==> config.mk <==
export PLATFORM = sky130hd
export DESIGN_NAME = dsg_ctrl
export DESIGN_NICKNAME = d
export VERILOG_FILES = /design/src/pkg/dsg_pkg.sv /design/src/hw/dsg_ctrl.sv /design/src/hw/dsg_gate_select.sv /design/src/hw/dsg_access_check.sv
export SDC_FILE = /design/constraint.sdc
export NUM_CORES = 1
export LEC_CHECK = 0
export ABC_AREA = 1
export BUFFER_PORTS_ARGS = -buffer_cell sky130_fd_sc_hd__buf_2
export CAP_MARGIN = 0
export CORE_UTILIZATION = 46
export DETAILED_ROUTE_END_ITERATION = 8
export GPL_ROUTABILITY_DRIVEN = 0
export MAX_ROUTING_LAYER = met4
export PLACE_DENSITY = 0.85
export SLEW_MARGIN = 5
export SYNTH_ARGS = -nofsm -noshare
export SYNTH_HDL_FRONTEND = slang
export SYNTH_SLANG_ARGS = --single-unit
==> constraint.sdc <==
create_clock -name aclk -period 3.8 [get_ports aclk]
set_clock_uncertainty 0.1 [all_clocks]
set_input_delay 0.38 -clock aclk [delete_from_list [all_inputs] [get_ports aclk]]
set_output_delay 0.38 -clock aclk [all_outputs]
set_load 0.01 [all_outputs]
==> src/pkg/dsg_pkg.sv <==
// Constants and types shared by the deep-sleep unit clock gating block.
package dsg_pkg;
  localparam int DSG_ADDR_W = 12;
  localparam int DSG_UNITS = 7;
  localparam int DSG_UNIT_IDX_W = 3;
  localparam int DSG_EVT_W = 2;
  localparam int DSG_EVT_FAULT = 0;
  localparam int DSG_EVT_DEEP = 1;
  // ****************************************************************
  // Register byte offsets.
  // ****************************************************************
  localparam logic [11:0] DSG_OFF_DEEP_GATE = 12'h124;
  localparam logic [11:0] DSG_OFF_STATUS = 12'h200;
  localparam logic [11:0] DSG_OFF_MASK = 12'h204;
  localparam logic [11:0] DSG_OFF_EFFECTIVE = 12'h208;
  // ****************************************************************
  // Reset values, writable bits and response codes.
  // ****************************************************************
  localparam logic [31:0] DSG_GATE_RESET = 32'h0000_0000;
  localparam logic [31:0] DSG_GATE_WR_MASK = 32'h0307_0011;
  localparam logic [1:0] DSG_STATUS_RESET = 2'h0;
  localparam logic [1:0] DSG_MASK_RESET = 2'h0;
  localparam logic [1:0] DSG_RESP_OKAY = 2'h0;
  localparam logic [1:0] DSG_RESP_SLVERR = 2'h2;
  // ****************************************************************
  // Field positions, one per gated unit.
  // ****************************************************************
  localparam int DSG_BIT_ASYNC0 = 0;
  localparam int DSG_BIT_SYNC0 = 4;
  localparam int DSG_BIT_CNT0 = 16;
  localparam int DSG_BIT_CNT1 = 17;
  localparam int DSG_BIT_CNT2 = 18;
  localparam int DSG_BIT_CMP0 = 24;
  localparam int DSG_BIT_CMP1 = 25;
  localparam int DSG_UNIT_BIT [DSG_UNITS] = '{DSG_BIT_ASYNC0, DSG_BIT_SYNC0,
    DSG_BIT_CNT0, DSG_BIT_CNT1, DSG_BIT_CNT2, DSG_BIT_CMP0, DSG_BIT_CMP1};
  typedef enum logic [2:0] {
    DSG_MODE_RUN = 3'h1,
    DSG_MODE_SLEEP = 3'h2,
    DSG_MODE_DEEP = 3'h4
  } dsg_mode_t;
  typedef enum logic [4:0] {
    DSG_SEL_NONE = 5'h01,
    DSG_SEL_DEEP = 5'h02,
    DSG_SEL_STATUS = 5'h04,
    DSG_SEL_MASK = 5'h08,
    DSG_SEL_EFF = 5'h10
  } dsg_sel_t;
  function automatic logic [DSG_UNITS-1:0] dsg_pack_units(input logic [31:0] word);
    logic [DSG_UNITS-1:0] u;
    u = '0;
    for (int i = 0; i < DSG_UNITS; i++)
    begin
      u[i] = word[DSG_UNIT_BIT[i]];
    end
    return u;
  endfunction
endpackage

==> src/hw/dsg_ctrl.sv <==
// Deep-sleep unit clock gating register with AXI4-Lite access and interrupt.
//
// Design decision made here: the AXI4-Lite interface to the registers.
`timescale 1ns/1ns
module dsg_ctrl
  import dsg_pkg::*;
(
  input wire logic aclk,
  input wire logic aresetn,
  input wire logic [dsg_pkg::DSG_ADDR_W-1:0] s_axi_awaddr,
  input wire logic s_axi_awvalid,
  output logic s_axi_awready,
  input wire logic [31:0] s_axi_wdata,
  input wire logic [3:0] s_axi_wstrb,
  input wire logic s_axi_wvalid,
  output logic s_axi_wready,
  output logic [1:0] s_axi_bresp,
  output logic s_axi_bvalid,
  input wire logic s_axi_bready,
  input wire logic [dsg_pkg::DSG_ADDR_W-1:0] s_axi_araddr,
  input wire logic s_axi_arvalid,
  output logic s_axi_arready,
  output logic [31:0] s_axi_rdata,
  output logic [1:0] s_axi_rresp,
  output logic s_axi_rvalid,
  input wire logic s_axi_rready,
  input wire logic [31:0] run_unit_clock_gate_one,
  input wire logic [31:0] sleep_unit_clock_gate_one,
  input wire logic auto_sleep_gating_select,
  input wire logic sleep_active,
  input wire logic deep_sleep_active,
  input wire logic periph_req,
  input wire logic [dsg_pkg::DSG_UNIT_IDX_W-1:0] periph_unit,
  output logic periph_done,
  output logic periph_fault,
  output logic async_serial_zero_clock_gate,
  output logic sync_serial_zero_clock_gate,
  output logic gp_counter_zero_clock_gate,
  output logic gp_counter_one_clock_gate,
  output logic gp_counter_two_clock_gate,
  output logic comparator_zero_clock_gate,
  output logic comparator_one_clock_gate,
  output logic irq
);
  import dsg_pkg::*;

  typedef struct packed {
    logic aw_hold;
    logic [DSG_ADDR_W-1:0] awaddr;
    logic w_hold;
    logic [31:0] wdata;
    logic [3:0] wstrb;
    logic awready;
    logic wready;
    logic bvalid;
    logic [1:0] bresp;
    logic arready;
    logic rvalid;
    logic [31:0] rdata;
    logic [1:0] rresp;
    logic [31:0] gate;
    logic [DSG_EVT_W-1:0] status;
    logic [DSG_EVT_W-1:0] mask;
    logic irq;
    dsg_mode_t mode;
    logic [DSG_UNITS-1:0] unit_en;
  } dsg_top_state_t;

  dsg_top_state_t st_q;
  dsg_top_state_t nx;
  logic [DSG_UNITS-1:0] sel_en;
  logic fault_q;

  // ****************************************************************
  // Helper functions.
  // ****************************************************************
  function automatic dsg_sel_t word_sel(input logic [DSG_ADDR_W-1:0] a);
    dsg_sel_t s;
    s = DSG_SEL_NONE;
    if (a[11:2] == DSG_OFF_DEEP_GATE[11:2])
    begin
      s = DSG_SEL_DEEP;
    end
    else if (a[11:2] == DSG_OFF_STATUS[11:2])
    begin
      s = DSG_SEL_STATUS;
    end
    else if (a[11:2] == DSG_OFF_MASK[11:2])
    begin
      s = DSG_SEL_MASK;
    end
    else if (a[11:2] == DSG_OFF_EFFECTIVE[11:2])
    begin
      s = DSG_SEL_EFF;
    end
    return s;
  endfunction

  function automatic logic [31:0] strb_mask(input logic [3:0] strb);
    logic [31:0] m;
    m = '0;
    for (int i = 0; i < 4; i++)
    begin
      m[i*8 +: 8] = {8{strb[i]}};
    end
    return m;
  endfunction

  // ****************************************************************
  // Submodules.
  // ****************************************************************
  dsg_gate_select u_sel (
    .mode(st_q.mode),
    .auto_sel(auto_sleep_gating_select),
    .run_word(run_unit_clock_gate_one),
    .sleep_word(sleep_unit_clock_gate_one),
    .deep_word(st_q.gate),
    .unit_en(sel_en)
  );

  dsg_access_check u_chk (
    .aclk(aclk),
    .aresetn(aresetn),
    .unit_en(st_q.unit_en),
    .periph_req(periph_req),
    .periph_unit(periph_unit),
    .periph_done(periph_done),
    .periph_fault(fault_q)
  );

  // ****************************************************************
  // Next-state logic.
  // ****************************************************************
  always_comb
  begin
    logic wr_fire;
    logic [31:0] bmask;
    logic [DSG_EVT_W-1:0] evt;
    logic [DSG_EVT_W-1:0] clr;
    nx = st_q;
    wr_fire = 1'b0;
    bmask = '0;
    evt = '0;
    clr = '0;
    if (s_axi_awvalid && st_q.awready)
    begin
      nx.aw_hold = 1'b1;
      nx.awaddr = s_axi_awaddr;
    end
    if (s_axi_wvalid && st_q.wready)
    begin
      nx.w_hold = 1'b1;
      nx.wdata = s_axi_wdata;
      nx.wstrb = s_axi_wstrb;
    end
    // Address and data may arrive in either order; the write acts once both are held.
    wr_fire = st_q.aw_hold && st_q.w_hold && !st_q.bvalid;
    if (wr_fire)
    begin
      nx.aw_hold = 1'b0;
      nx.w_hold = 1'b0;
      nx.bvalid = 1'b1;
      nx.bresp = DSG_RESP_OKAY;
      bmask = strb_mask(st_q.wstrb);
      case (word_sel(st_q.awaddr))
        DSG_SEL_DEEP:
        begin
          // Only the seven enable bits take data; reserved bits stay zero.
          bmask = bmask & DSG_GATE_WR_MASK;
          nx.gate = (st_q.gate & ~bmask) | (st_q.wdata & bmask);
        end
        DSG_SEL_MASK:
        begin
          nx.mask = (st_q.mask & ~bmask[DSG_EVT_W-1:0])
            | (st_q.wdata[DSG_EVT_W-1:0] & bmask[DSG_EVT_W-1:0]);
        end
        DSG_SEL_STATUS, DSG_SEL_EFF:
        begin
          nx.bresp = DSG_RESP_OKAY;
        end
        default:
        begin
          nx.bresp = DSG_RESP_SLVERR;
        end
      endcase
    end
    else if (st_q.bvalid && s_axi_bready)
    begin
      nx.bvalid = 1'b0;
    end
    nx.awready = !nx.aw_hold && !nx.bvalid;
    nx.wready = !nx.w_hold && !nx.bvalid;

    if (s_axi_arvalid && st_q.arready)
    begin
      nx.rvalid = 1'b1;
      nx.rresp = DSG_RESP_OKAY;
      nx.rdata = '0;
      case (word_sel(s_axi_araddr))
        DSG_SEL_DEEP:
        begin
          nx.rdata = st_q.gate;
        end
        DSG_SEL_STATUS:
        begin
          nx.rdata = 32'(st_q.status);
          clr = '1;
        end
        DSG_SEL_MASK:
        begin
          nx.rdata = 32'(st_q.mask);
        end
        DSG_SEL_EFF:
        begin
          nx.rdata = 32'(st_q.unit_en);
        end
        default:
        begin
          nx.rresp = DSG_RESP_SLVERR;
        end
      endcase
    end
    else if (st_q.rvalid && s_axi_rready)
    begin
      nx.rvalid = 1'b0;
    end
    nx.arready = !nx.rvalid;

    if (deep_sleep_active)
    begin
      nx.mode = DSG_MODE_DEEP;
    end
    else if (sleep_active)
    begin
      nx.mode = DSG_MODE_SLEEP;
    end
    else
    begin
      nx.mode = DSG_MODE_RUN;
    end
    nx.unit_en = sel_en;

    evt[DSG_EVT_FAULT] = fault_q;
    evt[DSG_EVT_DEEP] = (nx.mode == DSG_MODE_DEEP) && (st_q.mode != DSG_MODE_DEEP)
      && auto_sleep_gating_select;
    // An event in the cycle of a clearing read survives the clear.
    nx.status = (st_q.status & ~clr) | evt;
    nx.irq = |(nx.status & nx.mask);
  end

  // ****************************************************************
  // State register.
  // ****************************************************************
  always_ff @(posedge aclk)
  begin
    if (!aresetn)
    begin
      st_q <= '0;
      st_q.gate <= DSG_GATE_RESET;
      st_q.status <= DSG_STATUS_RESET;
      st_q.mask <= DSG_MASK_RESET;
      st_q.mode <= DSG_MODE_RUN;
    end
    else
    begin
      st_q <= nx;
    end
  end

  // ****************************************************************
  // Outputs.
  // ****************************************************************
  assign s_axi_awready = st_q.awready;
  assign s_axi_wready = st_q.wready;
  assign s_axi_bvalid = st_q.bvalid;
  assign s_axi_bresp = st_q.bresp;
  assign s_axi_arready = st_q.arready;
  assign s_axi_rvalid = st_q.rvalid;
  assign s_axi_rdata = st_q.rdata;
  assign s_axi_rresp = st_q.rresp;
  assign periph_fault = fault_q;
  assign irq = st_q.irq;
  assign async_serial_zero_clock_gate = st_q.unit_en[0];
  assign sync_serial_zero_clock_gate = st_q.unit_en[1];
  assign gp_counter_zero_clock_gate = st_q.unit_en[2];
  assign gp_counter_one_clock_gate = st_q.unit_en[3];
  assign gp_counter_two_clock_gate = st_q.unit_en[4];
  assign comparator_zero_clock_gate = st_q.unit_en[5];
  assign comparator_one_clock_gate = st_q.unit_en[6];

  // ****************************************************************
  // Assertions.
  // ****************************************************************
  a_reset_gate_zero: assert property (@(posedge aclk) disable iff (!aresetn)
    !$past(aresetn) |-> (st_q.gate == DSG_GATE_RESET) && !irq)
    else $error("Gating register not zero after reset.");

  a_reserved_zero: assert property (@(posedge aclk) disable iff (!aresetn)
    (st_q.gate & ~DSG_GATE_WR_MASK) == 32'h0000_0000)
    else $error("Reserved gating bit became set.");

  a_write_gate: assert property (@(posedge aclk) disable iff (!aresetn)
    st_q.aw_hold && st_q.w_hold && !st_q.bvalid && (st_q.wstrb == 4'hF)
    && (word_sel(st_q.awaddr) == DSG_SEL_DEEP)
    |=> (st_q.gate == ($past(st_q.wdata) & DSG_GATE_WR_MASK)) && s_axi_bvalid)
    else $error("Full write did not land in the gating register.");

  a_deep_follow: assert property (@(posedge aclk) disable iff (!aresetn)
    (st_q.mode == DSG_MODE_DEEP) && auto_sleep_gating_select
    |=> st_q.unit_en == dsg_pack_units($past(st_q.gate)))
    else $error("Deep-sleep enables do not follow the gating register.");

  a_run_follow: assert property (@(posedge aclk) disable iff (!aresetn)
    (st_q.mode == DSG_MODE_RUN)
    |=> st_q.unit_en == dsg_pack_units($past(run_unit_clock_gate_one)))
    else $error("Run enables do not follow the run gating word.");

  a_sleep_no_auto: assert property (@(posedge aclk) disable iff (!aresetn)
    (st_q.mode != DSG_MODE_RUN) && !auto_sleep_gating_select
    |=> st_q.unit_en == dsg_pack_units($past(run_unit_clock_gate_one)))
    else $error("Sleep gating applied without auto gating.");

  a_sleep_auto: assert property (@(posedge aclk) disable iff (!aresetn)
    (st_q.mode == DSG_MODE_SLEEP) && auto_sleep_gating_select
    |=> st_q.unit_en == dsg_pack_units($past(sleep_unit_clock_gate_one)))
    else $error("Sleep enables do not follow the sleep gating word.");

  a_write_resp_hold: assert property (@(posedge aclk) disable iff (!aresetn)
    s_axi_bvalid && !s_axi_bready |=> s_axi_bvalid && $stable(s_axi_bresp))
    else $error("Write response dropped before it was taken.");

  a_fault_sticky: assert property (@(posedge aclk) disable iff (!aresetn)
    fault_q |=> st_q.status[DSG_EVT_FAULT] ##1 1'b1)
    else $error("Bus fault did not set its status bit.");

  a_irq_level: assert property (@(posedge aclk) disable iff (!aresetn)
    ##1 (irq == |(st_q.status & st_q.mask)))
    else $error("Interrupt level disagrees with status and mask.");
endmodule // dsg_ctrl

==> src/hw/dsg_gate_select.sv <==
// Picks the gating word for the current power mode and extracts unit enables.
`timescale 1ns/1ns
module dsg_gate_select
  import dsg_pkg::*;
(
  input wire dsg_pkg::dsg_mode_t mode,
  input wire logic auto_sel,
  input wire logic [31:0] run_word,
  input wire logic [31:0] sleep_word,
  input wire logic [31:0] deep_word,
  output logic [dsg_pkg::DSG_UNITS-1:0] unit_en
);
  import dsg_pkg::*;
  logic [31:0] word;
  function automatic logic [31:0] pick_word(input dsg_mode_t m, input logic a,
    input logic [31:0] r, input logic [31:0] s, input logic [31:0] d);
    logic [31:0] w;
    w = r;
    if (a && (m == DSG_MODE_DEEP))
    begin
      w = d;
    end
    else if (a && (m == DSG_MODE_SLEEP))
    begin
      w = s;
    end
    return w;
  endfunction
  assign word = pick_word(mode, auto_sel, run_word, sleep_word, deep_word);
  genvar g;
  generate
    for (g = 0; g < DSG_UNITS; g++)
    begin : g_unit
      assign unit_en[g] = word[DSG_UNIT_BIT[g]];
    end
  endgenerate
endmodule // dsg_gate_select

==> src/hw/dsg_access_check.sv <==
// Answers unit accesses: normal completion when clocked, bus fault when not.
`timescale 1ns/1ns
module dsg_access_check
  import dsg_pkg::*;
(
  input wire logic aclk,
  input wire logic aresetn,
  input wire logic [dsg_pkg::DSG_UNITS-1:0] unit_en,
  input wire logic periph_req,
  input wire logic [dsg_pkg::DSG_UNIT_IDX_W-1:0] periph_unit,
  output logic periph_done,
  output logic periph_fault
);
  import dsg_pkg::*;
  typedef struct packed {
    logic done;
    logic fault;
  } dsg_chk_state_t;
  dsg_chk_state_t st_q;
  dsg_chk_state_t nx;
  logic gated;
  // Indices above the last unit are not gated here and always complete.
  assign gated = (int'(periph_unit) < DSG_UNITS) && !unit_en[periph_unit];
  always_comb
  begin
    nx.done = periph_req && !gated;
    nx.fault = periph_req && gated;
  end
  always_ff @(posedge aclk)
  begin
    if (!aresetn)
    begin
      st_q <= '0;
    end
    else
    begin
      st_q <= nx;
    end
  end
  assign periph_done = st_q.done;
  assign periph_fault = st_q.fault;
  a_fault_gated: assert property (@(posedge aclk) disable iff (!aresetn)
    periph_req && gated |=> periph_fault && !periph_done)
    else $error("Access to unclocked unit gave no bus fault.");
  a_done_clocked: assert property (@(posedge aclk) disable iff (!aresetn)
    periph_req && !gated |=> periph_done && !periph_fault)
    else $error("Access to clocked unit did not complete.");
  a_idle_quiet: assert property (@(posedge aclk) disable iff (!aresetn)
    !periph_req |=> !periph_done && !periph_fault)
    else $error("Answer without an access.");
endmodule // dsg_access_check

**Yosys cells after proc, flatten, opt, wreduce, memory -nomap -nowiden**

Cells that the tools add are included.

- Register bits: 140
- Bits in latches: 0
- RAM bits: 0
- ROM bits: 0
- Input port bits: 138
- Output and inout bits: 51
- Logic and storage cells: 113
- Memories kept: 0

- Add/sub/neg operators: 0
- Multiply operators: 0
- Div/mod/pow operators: 0
- Order comparisons: 2
- Equal/unequal tests: 20
- Shift operators: 0
- Mux-type cells: 31
- Bitwise gates (word level): 12
- Reductions and logical operators: 27

Operators with widths:

| kind | number |
|---|---|
| 32-bit one-hot mux with 4 select lines | 1 |
| 10-bit by 8-bit == test with 1-bit output, second input constant | 6 |
| 26-bit 2-to-1 mux | 2 |
| 5-bit 2-to-1 mux | 10 |
| 37-bit 2-to-1 mux | 1 |
| 32-bit by 26-bit bitwise AND with 32-bit output | 1 |
| 32-bit bitwise AND | 1 |
| 26-bit inverter with 32-bit output | 1 |
| 32-bit bitwise OR | 1 |
| 10-bit by 7-bit == test with 1-bit output, second input constant | 2 |
| 1-bit logical AND | 16 |
| 2-bit 2-to-1 mux | 7 |
| 13-bit 2-to-1 mux | 1 |
| 5-bit by 2-bit == test with 1-bit output, second input constant | 2 |
| 5-bit by 3-bit == test with 1-bit output, second input constant | 2 |
| 5-bit by 4-bit == test with 1-bit output, second input constant | 2 |
| 5-bit == test, second input constant | 2 |
| 2-bit bitwise AND | 4 |
| 4-bit OR reduction | 2 |
| 1-bit zero test | 7 |
| 1-bit 2-to-1 mux | 7 |
| 3-bit == test, second input constant | 2 |
| 3-bit by 4-bit < comparator with 1-bit output, second input constant | 1 |
| 2-bit inverter | 2 |
| other kinds (8) | 9 |

**Logic depth before layout (Yosys ltp)**

- Depth in word-level cells: 14
- Mapped depth: 9
- Gate-level depth less buffers: 9

**Modules after synthesis**

A second synthesis with hierarchy kept.

- Cells, all modules: 473
- Area total of the unflattened synthesis: 3329.4 µm²

Modules (own cells, without submodules):

| module | instances | cells each | area an instance (µm²) | seq. area each (µm²) |
|---|---|---|---|---|
| dsg_ctrl | 1 | 395 | 2881.5 | 1281.2 |
| dsg_gate_select | 1 | 57 | 312.8 | 0.0 |
| dsg_access_check | 1 | 21 | 135.1 | 40.0 |

**Least setup slack after synthesis**

No wires, ideal clock.

- Kind: input port to flip-flop
- Start point: input s_axi_araddr[7] (netlist bit)
- End point: register st_q[13] (netlist bit)
- Setup time: 0.115 ns
- Data arrival time: 1.099 ns
- Data required time: 3.585 ns
- Setup slack: 2.486 ns
- Stages on the path: 6
- Cell sequence: nor2_1 > nand3_1 > nor2_1 > nand2_1 > a21o_1 > and2_1

- Longest elaborated chain between the ends: 12
- Elaborated cells on any way between the ends: 15

RTL lines:

| item | line | RTL |
|---|---|---|
| start: declaration | dsg_ctrl.sv:20 | `input wire logic [dsg_pkg::DSG_ADDR_W-1:0] s_axi_araddr,` |
| 10-bit by 8-bit == test with 1-bit output | dsg_ctrl.sv:92 | `else if (a[11:2] == DSG_OFF_EFFECTIVE[11:2])` |
| 5-bit 2-to-1 mux | dsg_ctrl.sv:92 |  |
| 5-bit 2-to-1 mux | dsg_ctrl.sv:88 | `else if (a[11:2] == DSG_OFF_MASK[11:2])` |
| 5-bit 2-to-1 mux | dsg_ctrl.sv:84 | `else if (a[11:2] == DSG_OFF_STATUS[11:2])` |
| 5-bit 2-to-1 mux (*) | dsg_ctrl.sv:80 | `if (a[11:2] == DSG_OFF_DEEP_GATE[11:2])` |
| 5-bit 2-to-1 mux (*) | dsg_ctrl.sv:194 | `if (s_axi_arvalid && st_q.arready)` |
| 5-bit by 3-bit == test with 1-bit output (*) | dsg_ctrl.sv:199 | `case (word_sel(s_axi_araddr))` |
| 2-bit 2-to-1 mux (*) | dsg_ctrl.sv:199 |  |
| 2-bit 2-to-1 mux (*) | dsg_ctrl.sv:194 |  |
| 2-bit inverter (*) | dsg_ctrl.sv:247 | `nx.status = (st_q.status & ~clr) \| evt;` |
| 2-bit bitwise AND (*) | dsg_ctrl.sv:247 |  |
| 2-bit bitwise OR (*) | dsg_ctrl.sv:247 |  |
| end signal: assignment | dsg_ctrl.sv:266 | `st_q <= nx;` |
| end: declaration | dsg_ctrl.sv:69 | `dsg_top_state_t st_q;` |

Mark *: on every way between the ends. The rest lies on a longest branch, timed or not. The select of a mux whose other input is x is not followed.
A chain may end at the register's enable or synchronous reset.

==> out/results.md <==
- 0.480 — effective utilization at floorplan
- 0.511 — worst slew margin relative to its limit
- buf_2 > clkinv_1 > a21oi_1 > nand3_1 > nand2_1 — worst-path cell chain
- 607 — number of nets in the layout
- 397 — post-synthesis cell count
- 0 — buffer count from post-CTS setup fixing
- 35 — count of distinct cell types in the synthesized netlist
- 66 — synthesized flop and latch total
- 0.34 ns — clk_lat worst skew
- 0 — post-route DRC violation count
- 0.264 — layout cell share with drive strength beyond 1
- 0.06 ns — clock transition time at the flip-flop clock pins of the worst setup and hold paths
- buffers and inverters — family with the most delay on the worst path
- 0 — final hold violation count
- 0.00165 µW — leakage power of the design
- 0 — antenna violations before repair
- 9 — total CTS buffers
- 2,726 — vias after detailed routing
- 0.70 ns — max incr delay on CP
- 0 — number of nets still failing antenna checks after routing
- 0.204 — Overall Global Routing Usage
- 4.93 mm — Final HPWL DP
- sky130_fd_sc_hd__clkbuf_8 — Root Buffer
- 0.533 — Tcrit/Tclk final
- 0 — Resize count post-CTS
- 0 — overflow left after global routing
- 83.6 µm — DIE HEIGHT
- 4.96 — vias per cell
- false — RSZ-0062 raised after global routing
- 2,618 — vias in the first global route
- 50 — largest net degree at the start of global routing
- 12.0 µm — average routed wire per standard cell
- 0 — quantity of hold-fixing buffers added after cts
- 0 — yosys warns
- 6390 µm² — core region area
- 0.132 ns — final worst hold slack
- 0 — final-report max-slew violation count
- 3060 µm² — area of the mapped netlist
- 66 — TritonCTS Sinks
- 0 — max-cap viol count
- sky130_fd_sc_hd__buf_2, sky130_fd_sc_hd__dfxtp_1, sky130_fd_sc_hd__nor2_1 — highest-count cells in the layout ignoring fill and taps
- 189 — number of top-level pins
- 6.61 mm — total length of routed wires
- 0 — antenna cells
- 0.431 — proportion of synthesized chip area in sequential cells
- 2 — number of buffer and inverter instances along the worst setup path
- 11.3 mm — first-pass GRT wire length
- 87 — IO buf count
- 1.77 ns — final setup slack of the worst path
- 0 — Final Setup Violations
- 6990 µm² — Die Outline Area
- 83.6 µm — die width
- 2.03 ns — post-layout minimum cycle time
- 494 MHz — Max Freq
- 0.734 ns — actual transition at the worst max-transition pin
- 0 ns — setup TNS after final layout
- 431 nW/µm² — areal power density over the cells
- 0.232 mV — IR Drop Worst-Case VDD
- 2.21 ns — data arrival time of the critical path
- input port to flip-flop — worst setup path category
- 535 — placed instance count
- 2 — number of buffers between clock root and the deepest sink
- 3.98 ns — Worst Path Required
- 15.6% — area overhead of the layout relative to synthesis
- finished clean — outcome
- 550 — final non-filler cell total
- 4 — DR pass1 iterations
- 29 — number of rows created at floorplan
- 7.72 µm² — mean post-synth cell area
- input port — startpoint type of the worst setup path
- input port to flip-flop — path type of the worst min-delay path
- 3 — H-tree level count
- done — clock tree from TritonCTS
- flip-flop — endpoint type of the worst setup path
- sky130_fd_sc_hd__clkinv_1 — CP max-delay cell
- 49 — Worst Path Max Fanout
- sky130_fd_sc_hd__buf_2 — leading cell type in the layout, fill and taps excluded
- 175 — Detailed Route Iter0 Violations
- 1.43 ns — post-placement worst setup slack
[where the power goes]
group          switching [µW]  leakage, µW  internal (µW)  total, µW
sequential               20.3     0.000541            729        749
clock                     247     0.000106            352        599
combinational             111      0.00100           66.6        177
[routing by layer]
layer | wire length (µm) | GRT usage | vias to the layer above
li1 | - | - | 1382
met1 | 2860 | 0.239 | 1232
met3 | 393 | 0.0376 | 15
met4 | 130 | 0.0986 | 0
met2 | 3220 | 0.339 | 97
met5 | 0 | - | -
[worst reg2reg max path, stage by stage (launching register included)]
cell and delay, ns:
sky130_fd_sc_hd__dfxtp_1 0.34, sky130_fd_sc_hd__nand2_2 0.13, sky130_fd_sc_hd__inv_1 0.46, sky130_fd_sc_hd__nand2_1 0.14, sky130_fd_sc_hd__a21o_1 0.19, sky130_fd_sc_hd__and2_1 0.13
[cell type report]
cell class | count | area (µm²)
fillers | 614 | 2840
well taps | 77 | 96.3
clock buffers | 13 | 169
inverters | 39 | 146
flip-flops and latches | 66 | 1320
clock inverters | 2 | 35.0
multi-input cells | 266 | 1340
repair buffers | 87 | 435
[final timing paths]
check | startpoint | to | slack, ns | cells after the start
min reg2reg | flip-flop | flip-flop | 0.36 | 2
max reg2reg | s_axi_arready | st_q[13] | 2.21 | 5
min | sleep_active | st_q[7] | 0.13 | 2
max | aresetn | irq | 1.77 | 5
[Yosys cell counts, drive strengths merged]
cell type,instances,share of area
a211oi,4,0.0098
a21o,1,0.0025
a21oi,37,0.062
a31oi,1,0.0020
and2,2,0.0041
buf,40,0.10
clkbuf,7,0.0086
clkinv,3,0.0037
conb,1,0.0012
dfxtp,66,0.43
inv,36,0.044
mux2i,7,0.023
nand2,42,0.057
nand3,19,0.034
nand3b,2,0.0049
nand4,3,0.0061
nor2,67,0.095
nor3,9,0.020
nor4,1,0.0069
o21ai,47,0.078
o311ai,1,0.0029
or2,1,0.0020
[cell families (layout without fill, tap and decap cells)]
kind of cell	count (synthesis)	after routing	synth area share
and+or+nand+nor	146	146	0.230
DFF	66	66	0.431
buffers and inverters	86	141	0.157
AOI/OAI and AO/OA	91	91	0.157
other	1	22	0.00122
muxes	7	7	0.0229
[metrics by stage]
step	total power, µW	cell area [µm²]	utilization
6_report	1530	3540	0.555
5_1_grt	1600	3540	0.555
4_1_cts	1540	3540	0.555
3_5_place_dp	941	3340	0.523
3_3_place_gp	934	3340	0.523
2_1_floorplan	897	3140	-
Power figures use the tool's default switching activity.
